--- src/rtl/vic_pkg.sv ---
package vic_pkg;
    localparam int          NUM_VEC     = 28;
    localparam logic [15:0] BASE_ADDR   = 16'hFC00;
    localparam logic [15:0] LAST_ADDR   = 16'hFC1F;
    localparam logic [4:0]  OFF_EN0_LO  = 5'h00;
    localparam logic [4:0]  OFF_EN1_LO  = 5'h01;
    localparam logic [4:0]  OFF_EN0_HI  = 5'h02;
    localparam logic [4:0]  OFF_EN1_HI  = 5'h03;
    localparam logic [4:0]  OFF_ORG0    = 5'h04;
    localparam logic [4:0]  OFF_ORG1    = 5'h05;
    localparam logic [4:0]  OFF_VECTOR  = 5'h06;
    localparam logic [4:0]  OFF_ENCOUNT = 5'h07;
    localparam logic [4:0]  OFF_GDIS    = 5'h08;
    localparam logic [4:0]  OFF_GENA    = 5'h09;
    localparam logic [6:0]  VEC_BASE    = 7'h20;
    localparam logic [4:0]  VEC_NONE    = 5'h18;
    localparam logic [27:0] VEC_USED    = 28'hEFF_FFFF;
    localparam int          LOW_W       = 16;
    typedef struct packed {
        logic        wr;
        logic        rd;
        logic [15:0] addr;
        logic [15:0] wdata;
    } vic_bus_t;
    typedef struct packed {
        logic       req;
        logic [4:0] vec;
        logic [6:0] addr;
    } vic_irq_t;
endpackage

--- src/rtl/vic_ctrl.sv ---
`timescale 1ns/10ps
`default_nettype none
module vic_ctrl
#(
    parameter int CNT_W = 3
)
(
    input  wire logic            sys_clk_in,
    input  wire logic            sys_rst_in,
    input  wire logic [27:0]     src_req_in,
    input  wire vic_pkg::vic_bus_t bus_in,
    output logic [15:0]          rdata_out,
    output vic_pkg::vic_irq_t    irq_out,
    input  wire logic            irq_ack_in
);
    if (CNT_W != 3)
    begin : g_cnt_chk
        $error("enable counter must be 3 bits");
    end

    ////////////////////////////////////////////////////////////////////////
    logic [27:0]      en_lo_q, en_hi_q, org_q;
    logic [4:0]       vec_q;
    logic [CNT_W-1:0] cnt_q;
    logic             hit, wr_gdis, wr_gena, fwd;
    logic [4:0]       off;
    logic [27:0]      wr_org_clr;
    logic             win_ok;
    logic [4:0]       win_vec;
    logic [1:0]       win_lvl;

    assign hit = (bus_in.addr >= vic_pkg::BASE_ADDR) && (bus_in.addr <= vic_pkg::LAST_ADDR);
    assign off = bus_in.addr[4:0];
    assign wr_gdis = bus_in.wr && hit && (off == vic_pkg::OFF_GDIS);
    assign wr_gena = bus_in.wr && hit && (off == vic_pkg::OFF_GENA);

    // Priority level of one vector from its two enable bits.
    function automatic logic [1:0] level(input logic hi, input logic lo);
        level = {hi, lo};
    endfunction

    ////////////////////////////////////////////////////////////////////////
    // Arbiter: highest level first, then highest vector number.
    always_comb
    begin
        logic [1:0] l;
        l = 2'b00;
        win_ok  = 1'b0;
        win_vec = 5'h00;
        win_lvl = 2'b00;
        for (int i = 0; i < vic_pkg::NUM_VEC; i++)
        begin
            l = level(en_hi_q[i], en_lo_q[i]);
            if (org_q[i] && vic_pkg::VEC_USED[i] && l != 2'b00 && l >= win_lvl)
            begin
                win_ok  = 1'b1;
                win_vec = 5'(i);
                win_lvl = l;
            end
        end
    end

    // Forward only when counter is zero and core is not holding a request.
    assign fwd = win_ok && (cnt_q == '0) && !(irq_out.req && !irq_ack_in);

    ////////////////////////////////////////////////////////////////////////
    always_ff @(posedge sys_clk_in)
    begin
        if (sys_rst_in)
        begin
            en_lo_q <= '0;
            en_hi_q <= '0;
        end
        else if (bus_in.wr && hit)
        begin
            if (off == vic_pkg::OFF_EN0_LO)
                en_lo_q[15:0] <= bus_in.wdata;
            if (off == vic_pkg::OFF_EN1_LO)
                en_lo_q[27:16] <= bus_in.wdata[11:0] & vic_pkg::VEC_USED[27:16];
            if (off == vic_pkg::OFF_EN0_HI)
                en_hi_q[15:0] <= bus_in.wdata;
            if (off == vic_pkg::OFF_EN1_HI)
                en_hi_q[27:16] <= bus_in.wdata[11:0] & vic_pkg::VEC_USED[27:16];
        end
    end

    always_comb
    begin
        wr_org_clr = '0;
        if (bus_in.wr && hit && off == vic_pkg::OFF_ORG0) wr_org_clr[15:0]  = bus_in.wdata;
        if (bus_in.wr && hit && off == vic_pkg::OFF_ORG1) wr_org_clr[27:16] = bus_in.wdata[11:0];
    end

    // Origin flags: a new request wins over a same-cycle clear.
    always_ff @(posedge sys_clk_in)
    begin
        if (sys_rst_in)
            org_q <= '0;
        else
            org_q <= ((org_q & ~wr_org_clr & ~(fwd ? (28'h1 << win_vec) : 28'h0))
                      | src_req_in) & vic_pkg::VEC_USED;
    end

    always_ff @(posedge sys_clk_in)
    begin
        if (sys_rst_in)
            cnt_q <= '0;
        else
            cnt_q <= cnt_q + CNT_W'(fwd) + CNT_W'(wr_gdis)
                     - CNT_W'(wr_gena && cnt_q != '0);
    end

    always_ff @(posedge sys_clk_in)
    begin
        if (sys_rst_in)
        begin
            vec_q   <= '0;
            irq_out <= '0;
        end
        else
        begin
            if (fwd)
            begin
                vec_q        <= win_vec;
                irq_out.req  <= 1'b1;
                irq_out.vec  <= win_vec;
                irq_out.addr <= vic_pkg::VEC_BASE + 7'(win_vec);
            end
            else if (irq_ack_in)
                irq_out.req <= 1'b0;
        end
    end

    ////////////////////////////////////////////////////////////////////////
    always_ff @(posedge sys_clk_in)
    begin
        if (sys_rst_in)
            rdata_out <= '0;
        else if (bus_in.rd && hit)
        begin
            unique case (off)
                vic_pkg::OFF_EN0_LO:  rdata_out <= en_lo_q[15:0];
                vic_pkg::OFF_EN1_LO:  rdata_out <= {4'h0, en_lo_q[27:16]};
                vic_pkg::OFF_EN0_HI:  rdata_out <= en_hi_q[15:0];
                vic_pkg::OFF_EN1_HI:  rdata_out <= {4'h0, en_hi_q[27:16]};
                vic_pkg::OFF_ORG0:    rdata_out <= org_q[15:0];
                vic_pkg::OFF_ORG1:    rdata_out <= {4'h0, org_q[27:16]};
                vic_pkg::OFF_VECTOR:  rdata_out <= {11'h000, vec_q};
                vic_pkg::OFF_ENCOUNT: rdata_out <= {13'h0000, cnt_q};
                default:              rdata_out <= 16'h0000;
            endcase
        end
        else
            rdata_out <= 16'h0000;
    end
endmodule
`default_nettype wire

--- config.mk ---
export PLATFORM = sky130hd
export DESIGN_NAME = vic_ctrl
export DESIGN_NICKNAME = d
export VERILOG_FILES = /design/src/rtl/vic_pkg.sv /design/src/rtl/vic_ctrl.sv
export SDC_FILE = /design/constraint.sdc
export NUM_CORES = 1
export LEC_CHECK = 0
export ABC_AREA = 1
export BUFFER_PORTS_ARGS = -buffer_cell sky130_fd_sc_hd__buf_2
export CORE_MARGIN = 2
export CORE_UTILIZATION = 44
export CTS_CLUSTER_DIAMETER = 40
export DETAILED_ROUTE_END_ITERATION = 10
export GPL_TIMING_DRIVEN = 0
export PLACE_DENSITY = 0.65
export SLEW_MARGIN = 15
export SYNTH_ARGS = -nofsm -noshare
export SYNTH_HDL_FRONTEND = slang
export SYNTH_SLANG_ARGS = --single-unit
--- constraint.sdc ---
create_clock -name sys_clk_in -period 54.5 [get_ports sys_clk_in]
set_input_delay 5.45 -clock sys_clk_in [delete_from_list [all_inputs] [get_ports sys_clk_in]]
set_output_delay 5.45 -clock sys_clk_in [all_outputs]
set_load 0.02 [all_outputs]
==> reports/qor.log, run 1 <==
qor: min_path.hold_start irq_out[5]
qor: power_and_ir_drop.share_comb_of_total_power 0.065
qor: cts.post_cts_buffers 0
qor: min_path.hold_path_class register to register
qor: global_routing.largest_net_degree_at_the_start_of_global_routing 17
qor: cts.cts_tree yes
qor: placement.finalWeightedCongestion 0.934
qor: timing.hold-worst-slack 471 ps
qor: global_routing.groute.usage.overall 0.293
qor: timing.timing.max_slew.rel_slack 0.369
qor: synth.netlist_instances 1038
qor: detailed_routing.drtIter0Drc 766
qor: final_layout.layout-drive-gt1-share 0.141
qor: final_layout.finish.instance_area 7940 sq um
qor: synth.number_of_warnings_issued_by_yosys 0
qor: global_routing.via_count_of_the_first_global_routing_pass 6756
qor: global_routing.first_pass_grt_wire_length 36700 um
qor: floorplan.die-area 16700 sq um
qor: final_layout.filler_cell_count 1554
qor: timing.tns 0 ps
qor: placement.place.detailed.hpwl 18400 um
qor: worst_setup_path.worstSetupPathType register to register
qor: worst_setup_path.worstReg2RegStart org_q[0]
qor: timing.period_needed 26890 ps
qor: timing.post-route-worst-setup-slack 27610 ps
qor: synth.synth_fp_nets 1135
qor: worst_setup_path.reg2reg_depth 205
qor: cts.cts-root-to-sink-buffers 2
qor: worst_setup_path.cpPeakStageDelay 410 ps
qor: final_layout.area.growth.synth_to_final 15.1%
qor: worst_setup_path.worst_setup_path_start_kind register
qor: cts.clock_latency 380 ps
qor: cts.htree_num_levels 3
qor: power_and_ir_drop.cell_internal_pwr 126 uW
qor: worst_setup_path.path_depth 205
qor: power_and_ir_drop.power.leakage 0.00368 uW
qor: timing.final-setup-viol-count 0
qor: power_and_ir_drop.power.density_cell_area 20.9 nW/um^2
qor: min_path.instance_count_along_the_most_critical_hold_path 1
qor: worst_setup_path.critPathBufInv 24
qor: cts.numCtsBuffers 9
qor: worst_setup_path.timing.critical_path.arrival 27200 ps
qor: power_and_ir_drop.ir_worst_vdd 0.0164 mV
qor: worst_setup_path.worstPathRequired 54810 ps
qor: synth.synth.lib_cells_used.distinct 48
qor: synth.sequential_element_share_of_the_synthesized_area 0.311
qor: placement.buffer_ports.inserted 90
qor: timing.min_period_over_period 0.493
qor: floorplan.row_cnt 45
qor: final_layout.instances_no_fill 1355
qor: power_and_ir_drop.power.share.switching 0.241
qor: final_layout.fin_nets 1236
qor: global_routing.antenna_found_initial 0
qor: synth.synth-async-reset-ratio 0
qor: detailed_routing.via_per_inst 5.40
qor: timing.finClkSkew 11.6 ps
qor: worst_setup_path.critical_path.most_common_cell nand2_1
qor: synth.synth-main-ff-cell dfxtp_1
qor: timing.clock.fmax 37.2 MHz
qor: final_layout.insertedDiodeCount 0
qor: timing.rsz0062_at_grt no
qor: global_routing.globalRouteOverflowTotal 0
qor: detailed_routing.drt-wirelength-per-cell 17.5 um
qor: timing.timing.final.hold_violations 0
qor: synth.synth_area 6890 sq um
qor: floorplan.die_width 129 um
qor: detailed_routing.wirelength 23700 um
qor: power_and_ir_drop.share_of_power_burned_in_the_clock_network 0.449
qor: worst_setup_path.worst_setup_ep_type register
qor: cts.cts_repair_resize_count 0
qor: placement.detailedPlace.worstSlack 27880 ps
qor: job.maxCapViolations 0
qor: worst_setup_path.crit_path_start org_q[0]
qor: final_layout.final_cell_mix inv_1, nand2_1, dfxtp_1
qor: placement.postPlaceCellArea 7610 sq um
qor: cts.hold_buffers 0
qor: floorplan.chipHeight 129 um
qor: placement.dp_cells 1339
qor: worst_setup_path.critical_path.max_fanout 5
qor: floorplan.design.core.area 15300 sq um
qor: cts.clkTransAtPathRegs 80 ps
qor: outcome.status complete, no violations
qor: cts.clock_net_sink_count 107
qor: detailed_routing.detailroute.via_count 7323
qor: detailed_routing.drt_pre_antenna_iters 6
qor: detailed_routing.drcViolationCount 0
qor: final_layout.final_common_cell inv_1
qor: synth.ys_seq_elements 107
qor: timing.worst-slew-pin-transition 943 ps
qor: detailed_routing.antenna_left 0
qor: worst_setup_path.cp_top_family simple AND/OR/NAND/NOR gates
qor: synth.synth_edf_count 0
qor: synth.post_synth.cell_area_avg 6.64 sq um
qor: floorplan.ioPinCount 94
qor: power_and_ir_drop.power_frac_seq 0.486
qor: worst_setup_path.critPathSlowestCell dfxtp_1
qor: power_and_ir_drop.power.net_switching 40.1 uW
qor: cts.clock-root-buffer clkbuf_16
qor: floorplan.initial_utilization 0.452
qor: timing.slew_limit_fails 0
## layout make-up
class / instances / area, sq um / share of cell area
repair buffers: 90 / 450 / 0.0568
clock inverters: 4 / 72.6 / 0.00915
well taps: 211 / 264 / 0.0333
clock buffers: 12 / 256 / 0.0323
plain buffers: 32 / 150 / 0.0189
inverters: 193 / 726 / 0.0915
multi-input cells: 706 / 3870 / 0.488
flip-flops and latches: 107 / 2140 / 0.270
## final timing paths
check                    end  slack, ps
setup / recovery    cnt_q[2]      27610
hold / removal    irq_out[5]        470
setup reg to reg    cnt_q[2]      27610
hold reg to reg   irq_out[5]        470
## state kept, by name (all words and copies together) (netlist names)
name and cells:
en_hi_q 27, en_lo_q 27, org_q 27, rdata_out 16, vec_q 4, cnt_q 3, irq_out 3
## per-stage QoR
step | utilization | power, uW
5_1_grt | 0.520 | 171
6_report | 0.520 | 166
2_1_floorplan | - | 87.4
3_3_place_gp | 0.498 | 93.0
3_5_place_dp | 0.498 | 93.1
4_1_cts | 0.520 | 166
## synth_stat cells (2+ instances only)
master	n	area share
o21ai_1	18	0.013
nor3_1	9	0.0065
a21oi_1	104	0.076
o21ai_2	7	0.0089
o31ai_1	2	0.0022
nand2_4	4	0.0065
inv_1	184	0.10
nand3_2	4	0.0058
nand2_1	179	0.097
clkinv_1	2	0.0011
a31oi_1	3	0.0027
dfxtp_1	107	0.31
o211ai_1	5	0.0054
a21o_1	2	0.0022
clkbuf_1	24	0.013
nand4_1	14	0.013
nor2_1	78	0.042
nor2_4	4	0.0065
fa_1	2	0.0058
o21ai_0	68	0.049
o22ai_1	23	0.021
a41oi_1	3	0.0038
a21oi_2	3	0.0038
and2_1	13	0.012
a21boi_0	9	0.0098
buf_4	6	0.0065
a221oi_1	8	0.010
nand2_2	8	0.0073
inv_2	6	0.0033
a211oi_1	16	0.017
ha_1	30	0.054
nand4_2	4	0.0073
nor2_2	3	0.0027
nand3_1	72	0.052
## worst reg2reg max path, delay by kind of cell (launching register included)
family / cells / cell delay [ps]
compound gates: 28 / 4220
fa+ha+maj: 28 / 7680
buf+inv: 24 / 1620
flops: 1 / 410
simple gates: 125 / 12880
## metal layers
| metal | global-route usage | part of all wire | vias to the layer above |
|---|---|---|---|
| li1 | - | - | 3623 |
| met1 | 0.391 | 0.44 | 3332 |
| met2 | 0.471 | 0.44 | 319 |
| met3 | 0.0628 | 0.088 | 49 |
| met4 | 0.105 | 0.029 | 0 |
| met5 | 0 | 0 | - |
## cells by family after synthesis
| kind of cell | Yosys count | share of synthesized area |
|---|---|---|
| simple gates | 398 | 0.269 |
| xor+xnor | 1 | 0.00127 |
| fa+ha+maj | 32 | 0.0603 |
| other cells | 1 | 0.000544 |
| compound gates | 274 | 0.231 |
| buf+inv | 225 | 0.127 |
| flops | 107 | 0.311 |
## power by group through the flow
stage          clock (uW)  sequential (uW)  combinational (uW)
5_1_grt              78.0             81.0                11.9
3_3_place_gp            0             82.6                10.4
4_1_cts              74.8             80.8                10.5
3_5_place_dp            0             82.6                10.5
2_1_floorplan           0             82.2                5.18
6_report             74.6             80.8                10.8
No activity file was read; power rests on OpenSTA's default activity.
==> run 2: changes to the inputs <==
==> constraint.sdc (replaced) <==
create_clock -name sys_clk_in -period 26.9 [get_ports sys_clk_in]
set_input_delay 2.69 -clock sys_clk_in [delete_from_list [all_inputs] [get_ports sys_clk_in]]
set_output_delay 2.69 -clock sys_clk_in [all_outputs]
set_load 0.02 [all_outputs]
==> run 2 against run 1 <==
  * Sequential share of layout area decreased by 1.1 points
  * Die area unchanged
  * Hold slack improved by 0.57 ps
  * Design area increased by 4.7%
  * Total power increased by 100%
  * First-iteration DRC count decreased by 4.0%
  * Clock-buffer cell count unchanged
  * Fmax increased by 8.1%
  * Non-clock buffer count increased by 26
  * Clock power increased by 100%
  * Via count increased by 2.3%
==> reports/qor.log, run 2 (synthesized netlist as in run 1, its figures left out) <==
qor: outcome.status complete, no violations
qor: min_path.hold_path_class register to register
qor: detailed_routing.drt_pre_antenna_iters 6
qor: floorplan.ioPinCount 94
qor: floorplan.design.core.area 15300 sq um
qor: cts.cts_tree yes
qor: final_layout.final_common_cell inv_1
qor: final_layout.area.growth.synth_to_final 20.6%
qor: power_and_ir_drop.power.leakage 0.00385 uW
qor: timing.tns 0 ps
qor: placement.buffer_ports.inserted 90
qor: timing.slew_limit_fails 0
qor: floorplan.die-area 16700 sq um
qor: floorplan.chipHeight 129 um
qor: timing.clock.fmax 40.2 MHz
qor: cts.numCtsBuffers 9
qor: global_routing.first_pass_grt_wire_length 36700 um
qor: final_layout.filler_cell_count 1533
qor: global_routing.antenna_found_initial 0
qor: worst_setup_path.worst_setup_ep_type register
qor: floorplan.row_cnt 45
qor: cts.clock-root-buffer clkbuf_16
qor: placement.detailedPlace.worstSlack 276 ps
qor: cts.cts-root-to-sink-buffers 2
qor: final_layout.finish.instance_area 8310 sq um
qor: global_routing.largest_net_degree_at_the_start_of_global_routing 17
qor: worst_setup_path.worstSetupPathType register to register
qor: timing.post-route-worst-setup-slack 2030 ps
qor: detailed_routing.drcViolationCount 0
qor: timing.period_needed 24870 ps
qor: detailed_routing.drt-wirelength-per-cell 17.5 um
qor: detailed_routing.detailroute.via_count 7491
qor: floorplan.die_width 129 um
qor: timing.final-setup-viol-count 0
qor: timing.hold-worst-slack 472 ps
qor: worst_setup_path.cpPeakStageDelay 370 ps
qor: final_layout.fin_nets 1262
qor: detailed_routing.antenna_left 0
qor: worst_setup_path.worst_setup_path_start_kind register
qor: cts.clock_net_sink_count 107
qor: detailed_routing.wirelength 24200 um
qor: global_routing.globalRouteOverflowTotal 0
qor: cts.hold_buffers 0
qor: worst_setup_path.critical_path.max_fanout 5
qor: final_layout.layout-drive-gt1-share 0.200
qor: timing.worst-slew-pin-transition 945 ps
qor: timing.finClkSkew 12.2 ps
qor: cts.clkTransAtPathRegs 80 ps
qor: timing.timing.final.hold_violations 0
qor: worst_setup_path.critPathSlowestCell dfxtp_4
qor: worst_setup_path.timing.critical_path.arrival 25180 ps
qor: timing.timing.max_slew.rel_slack 0.365
qor: final_layout.final_cell_mix inv_1, nand2_1, dfxtp_1
qor: cts.clock_latency 370 ps
qor: placement.finalWeightedCongestion 0.934
qor: global_routing.via_count_of_the_first_global_routing_pass 6756
qor: power_and_ir_drop.ir_worst_vdd 0.0324 mV
qor: detailed_routing.drtIter0Drc 735
qor: placement.postPlaceCellArea 7610 sq um
qor: power_and_ir_drop.power.density_cell_area 40.5 nW/um^2
qor: cts.htree_num_levels 3
qor: worst_setup_path.worstPathRequired 27210 ps
qor: job.maxCapViolations 0
qor: timing.min_period_over_period 0.925
qor: final_layout.insertedDiodeCount 0
qor: floorplan.initial_utilization 0.452
qor: worst_setup_path.critical_path.most_common_cell nand2_1
qor: placement.place.detailed.hpwl 18400 um
qor: final_layout.top_regs en_hi_q x27, en_lo_q x27, org_q x27
qor: detailed_routing.via_per_inst 5.42
qor: global_routing.groute.usage.overall 0.293
[run 2: cell count changes in the layout (fill, tap and decap cells not counted), moves of 10 or more]
cell     delta
o21ai_1    +10
nand2_1    -12
nand3_2    +14
nand2_2    +11
o21ai_0    -14
nand3_1    -15
buf_4      +26
[run 2: final timing paths]
check	startpoint	to	slack, ps	depth (start not counted)
min	irq_out[5]	irq_out[5]	470	1
max reg2reg	org_q[0]	cnt_q[2]	2030	206
min reg2reg	irq_out[5]	irq_out[5]	470	1
max	org_q[0]	cnt_q[2]	2030	206
[run 2: per-stage QoR]
step / util / total power [uW] / cells
after floorplan: - / 177 / 1038
after global placement: 0.498 / 188 / 1339
after detailed placement: 0.498 / 189 / 1339
after CTS: 0.520 / 337 / 1355
after global routing: 0.545 / 346 / 1381
final: 0.545 / 337 / 1381
[run 2: layout make-up]
type | count | area [sq um] | area share
buffer | 32 | 150 | 0.0181
clock buffer | 12 | 256 | 0.0309
clock inverter | 4 | 72.6 | 0.00873
inverter | 193 | 726 | 0.0873
multi-input combinational | 706 | 4050 | 0.487
sequential | 107 | 2150 | 0.259
tap | 211 | 264 | 0.0318
timing repair buffer | 116 | 646 | 0.0777
[run 2: worst max-delay path: cells and delay by family (launching register included)]
family / cells / cell delay, ps
DFF: 1 / 370
adders and majority gates: 28 / 7700
AOI/OAI and AO/OA: 26 / 3450
buffers and inverters: 25 / 1520
and+or+nand+nor: 127 / 11750
[run 2: power by group]
part | switching (uW) | internal [uW]
Combinational | 14.3 | 7.70
Sequential | 2.59 | 161
Clock | 64.4 | 86.7
[run 2: per-layer routing]
metal	GRT usage	routed length [um]
met5	0	0
met1	0.391	10500
met4	0.105	787
met3	0.0628	2090
met2	0.471	10900
[run 2: what timing repair did]
item / CTS / global route
endpoints found under the setup margin: 0 / 37
buffers inserted: 0 / 26
gates resized for setup: 0 / 66
==> run 3: changes to the inputs <==
--- a/config.mk
+++ b/config.mk
@@ -13,7 +13,6 @@
 export DETAILED_ROUTE_END_ITERATION = 10
 export GPL_TIMING_DRIVEN = 0
 export PLACE_DENSITY = 0.65
-export SLEW_MARGIN = 15
 export SYNTH_ARGS = -nofsm -noshare
 export SYNTH_HDL_FRONTEND = slang
 export SYNTH_SLANG_ARGS = --single-unit
==> constraint.sdc (replaced) <==
create_clock -name sys_clk_in -period 27.4 [get_ports sys_clk_in]
set_input_delay 2.74 -clock sys_clk_in [delete_from_list [all_inputs] [get_ports sys_clk_in]]
set_output_delay 2.74 -clock sys_clk_in [all_outputs]
set_load 0.02 [all_outputs]
==> run 3 against run 2 <==
  * Global-route usage did not move
  * Clock power barely moved
  * Hold slack barely moved
  * Critical endpoint unchanged
  * Via count fell by 0.45%
  * Combinational power fell by 2%
  * Highest routed layer unchanged
  * First-iteration DRC count fell by 4.1%
  * Wire length fell by 0.51%
==> reports/qor.log, run 3 (synthesized netlist as in run 1, its figures left out) <==
qor: placement.postPlaceCellArea 7610 sq um
qor: timing.worst-slew-pin-transition 931 ps
qor: timing.clock.fmax 39.7 MHz
qor: detailed_routing.wirelength 24100 um
qor: cts.numCtsBuffers 9
qor: worst_setup_path.critPathSlowestCell fa_1
qor: floorplan.die_width 129 um
qor: timing.timing.max_slew.rel_slack 0.377
qor: placement.buffer_ports.inserted 90
qor: floorplan.ioPinCount 94
qor: worst_setup_path.r2r-end cnt_q[2]
qor: worst_setup_path.worstSetupPathType register to register
qor: final_layout.top_regs en_hi_q x27, en_lo_q x27, org_q x27
qor: global_routing.via_count_of_the_first_global_routing_pass 6756
qor: min_path.hold_path_class register to register
qor: timing.period_needed 25160 ps
qor: job.maxCapViolations 0
qor: placement.dp_cells 1339
qor: floorplan.die-area 16700 sq um
qor: worst_setup_path.worstPathRequired 27710 ps
qor: power_and_ir_drop.power.leakage 0.00379 uW
qor: worst_setup_path.reg2reg_slack 2240 ps
qor: timing.min_period_over_period 0.918
qor: timing.slew_limit_fails 0
qor: power_and_ir_drop.ir_worst_vdd 0.0321 mV
qor: timing.hold-worst-slack 472 ps
qor: cts.clock-root-buffer clkbuf_16
qor: floorplan.chipHeight 129 um
qor: cts.cts-root-to-sink-buffers 2
qor: worst_setup_path.critical_path.endpoint cnt_q[2]
qor: global_routing.first_pass_grt_wire_length 36700 um
qor: detailed_routing.detailroute.via_count 7457
qor: worst_setup_path.worst_setup_ep_type register
qor: final_layout.final_cell_mix inv_1, nand2_1, dfxtp_1
qor: global_routing.groute.usage.overall 0.293
qor: cts.htree_num_levels 3
qor: final_layout.insertedDiodeCount 0
qor: final_layout.layout-drive-gt1-share 0.185
qor: worst_setup_path.critical_path.max_fanout 5
qor: final_layout.area.growth.synth_to_final 19.1%
qor: timing.timing.final.hold_violations 0
qor: final_layout.final_common_cell inv_1
qor: final_layout.instances_no_fill 1374
qor: worst_setup_path.worstReg2RegStart org_q[0]
qor: worst_setup_path.worst_setup_path_start_kind register
qor: timing.finClkSkew 10.1 ps
qor: worst_setup_path.critical_path.most_common_cell nand2_1
qor: worst_setup_path.reg2reg_depth 207
qor: worst_setup_path.crit_path_start org_q[0]
qor: placement.place.detailed.hpwl 18400 um
qor: cts.cts_tree yes
qor: timing.final-setup-viol-count 0
qor: floorplan.initial_utilization 0.452
qor: placement.finalWeightedCongestion 0.934
qor: final_layout.fin_util 0.538
qor: global_routing.antenna_found_initial 0
qor: final_layout.finish.instance_area 8210 sq um
qor: cts.clock_latency 370 ps
qor: detailed_routing.drcViolationCount 0
qor: floorplan.design.core.area 15300 sq um
qor: cts.clock_net_sink_count 107
qor: detailed_routing.drt_pre_antenna_iters 6
qor: outcome.status complete, no violations
qor: cts.clkTransAtPathRegs 80 ps
qor: detailed_routing.drt-wirelength-per-cell 17.5 um
qor: global_routing.globalRouteOverflowTotal 0
qor: final_layout.fin_nets 1255
qor: worst_setup_path.timing.critical_path.arrival 25470 ps
qor: power_and_ir_drop.power.density_cell_area 40.3 nW/um^2
qor: detailed_routing.drtIter0Drc 705
qor: global_routing.largest_net_degree_at_the_start_of_global_routing 17
qor: worst_setup_path.cpPeakStageDelay 370 ps
qor: detailed_routing.antenna_left 0
qor: detailed_routing.via_per_inst 5.43
qor: floorplan.row_cnt 45
run 3: cell types whose count changed in the layout (fill, tap and decap cells not counted), sizes merged:
| cell | delta |
|---|---|
| buf | -7 |
run 3: layer usage:
metal	up-vias	wire length [um]	global-route usage
met4	0	693	0.105
met3	53	1990	0.0628
met1	3432	10600	0.391
li1	3668	-	-
met5	-	0	0
met2	304	10800	0.471
run 3: final cells by class:
| type | count | area, sq um |
|---|---|---|
| clock inverters | 4 | 72.6 |
| multi-input cells | 706 | 4000 |
| flip-flops and latches | 107 | 2140 |
| clock buffers | 12 | 256 |
| repair buffers | 109 | 593 |
| plain buffers | 32 | 150 |
| inverters | 193 | 726 |
| well taps | 211 | 264 |
| fillers | 1542 | 7050 |
run 3: worst min-delay path by stage:
stage / end / slack (ps) / startpoint / cells after the start
detailed placement: irq_out[5] / 460 / irq_out[5] / 1
global route: irq_out[5] / 490 / irq_out[5] / 1
floorplan: en_hi_q[7] / 450 / en_hi_q[7] / 2
finish: irq_out[5] / 470 / irq_out[5] / 1
CTS: irq_out[5] / 480 / irq_out[5] / 1
global placement: irq_out[5] / 450 / irq_out[5] / 1
run 3: what timing repair did:
item | in CTS | in global routing
buffers inserted | 0 | 19
hold buffers | 0 | 0
resized for setup | 0 | 50
setup endpoints to repair | 0 | 37
run 3: critical path: cells and delay by family, from the launching register on:
kind / cells / cell delay [ps]
buffers and inverters: 25 / 1530
AO/OA/AOI/OAI: 27 / 3630
adder cells (fa/ha/maj): 28 / 7690
AND/OR/NAND/NOR: 127 / 11780
flip-flops: 1 / 350
run 3: metrics by stage:
stage	setup WS [ps]	setup TNS (ps)	power (uW)
floorplan	3940	0	174
global placement	1110	0	185
detailed placement	776	0	185
CTS	637	0	330
global route	-226	-568	340
finish	2240	0	331
run 3: where the power goes:
part | internal (uW) | total (uW) | switching, uW
sequential | 158 | 161 | 2.56
clock | 85.1 | 148 | 63.0
combinational | 7.55 | 21.6 | 14.1
total | 251 | 331 | 79.6
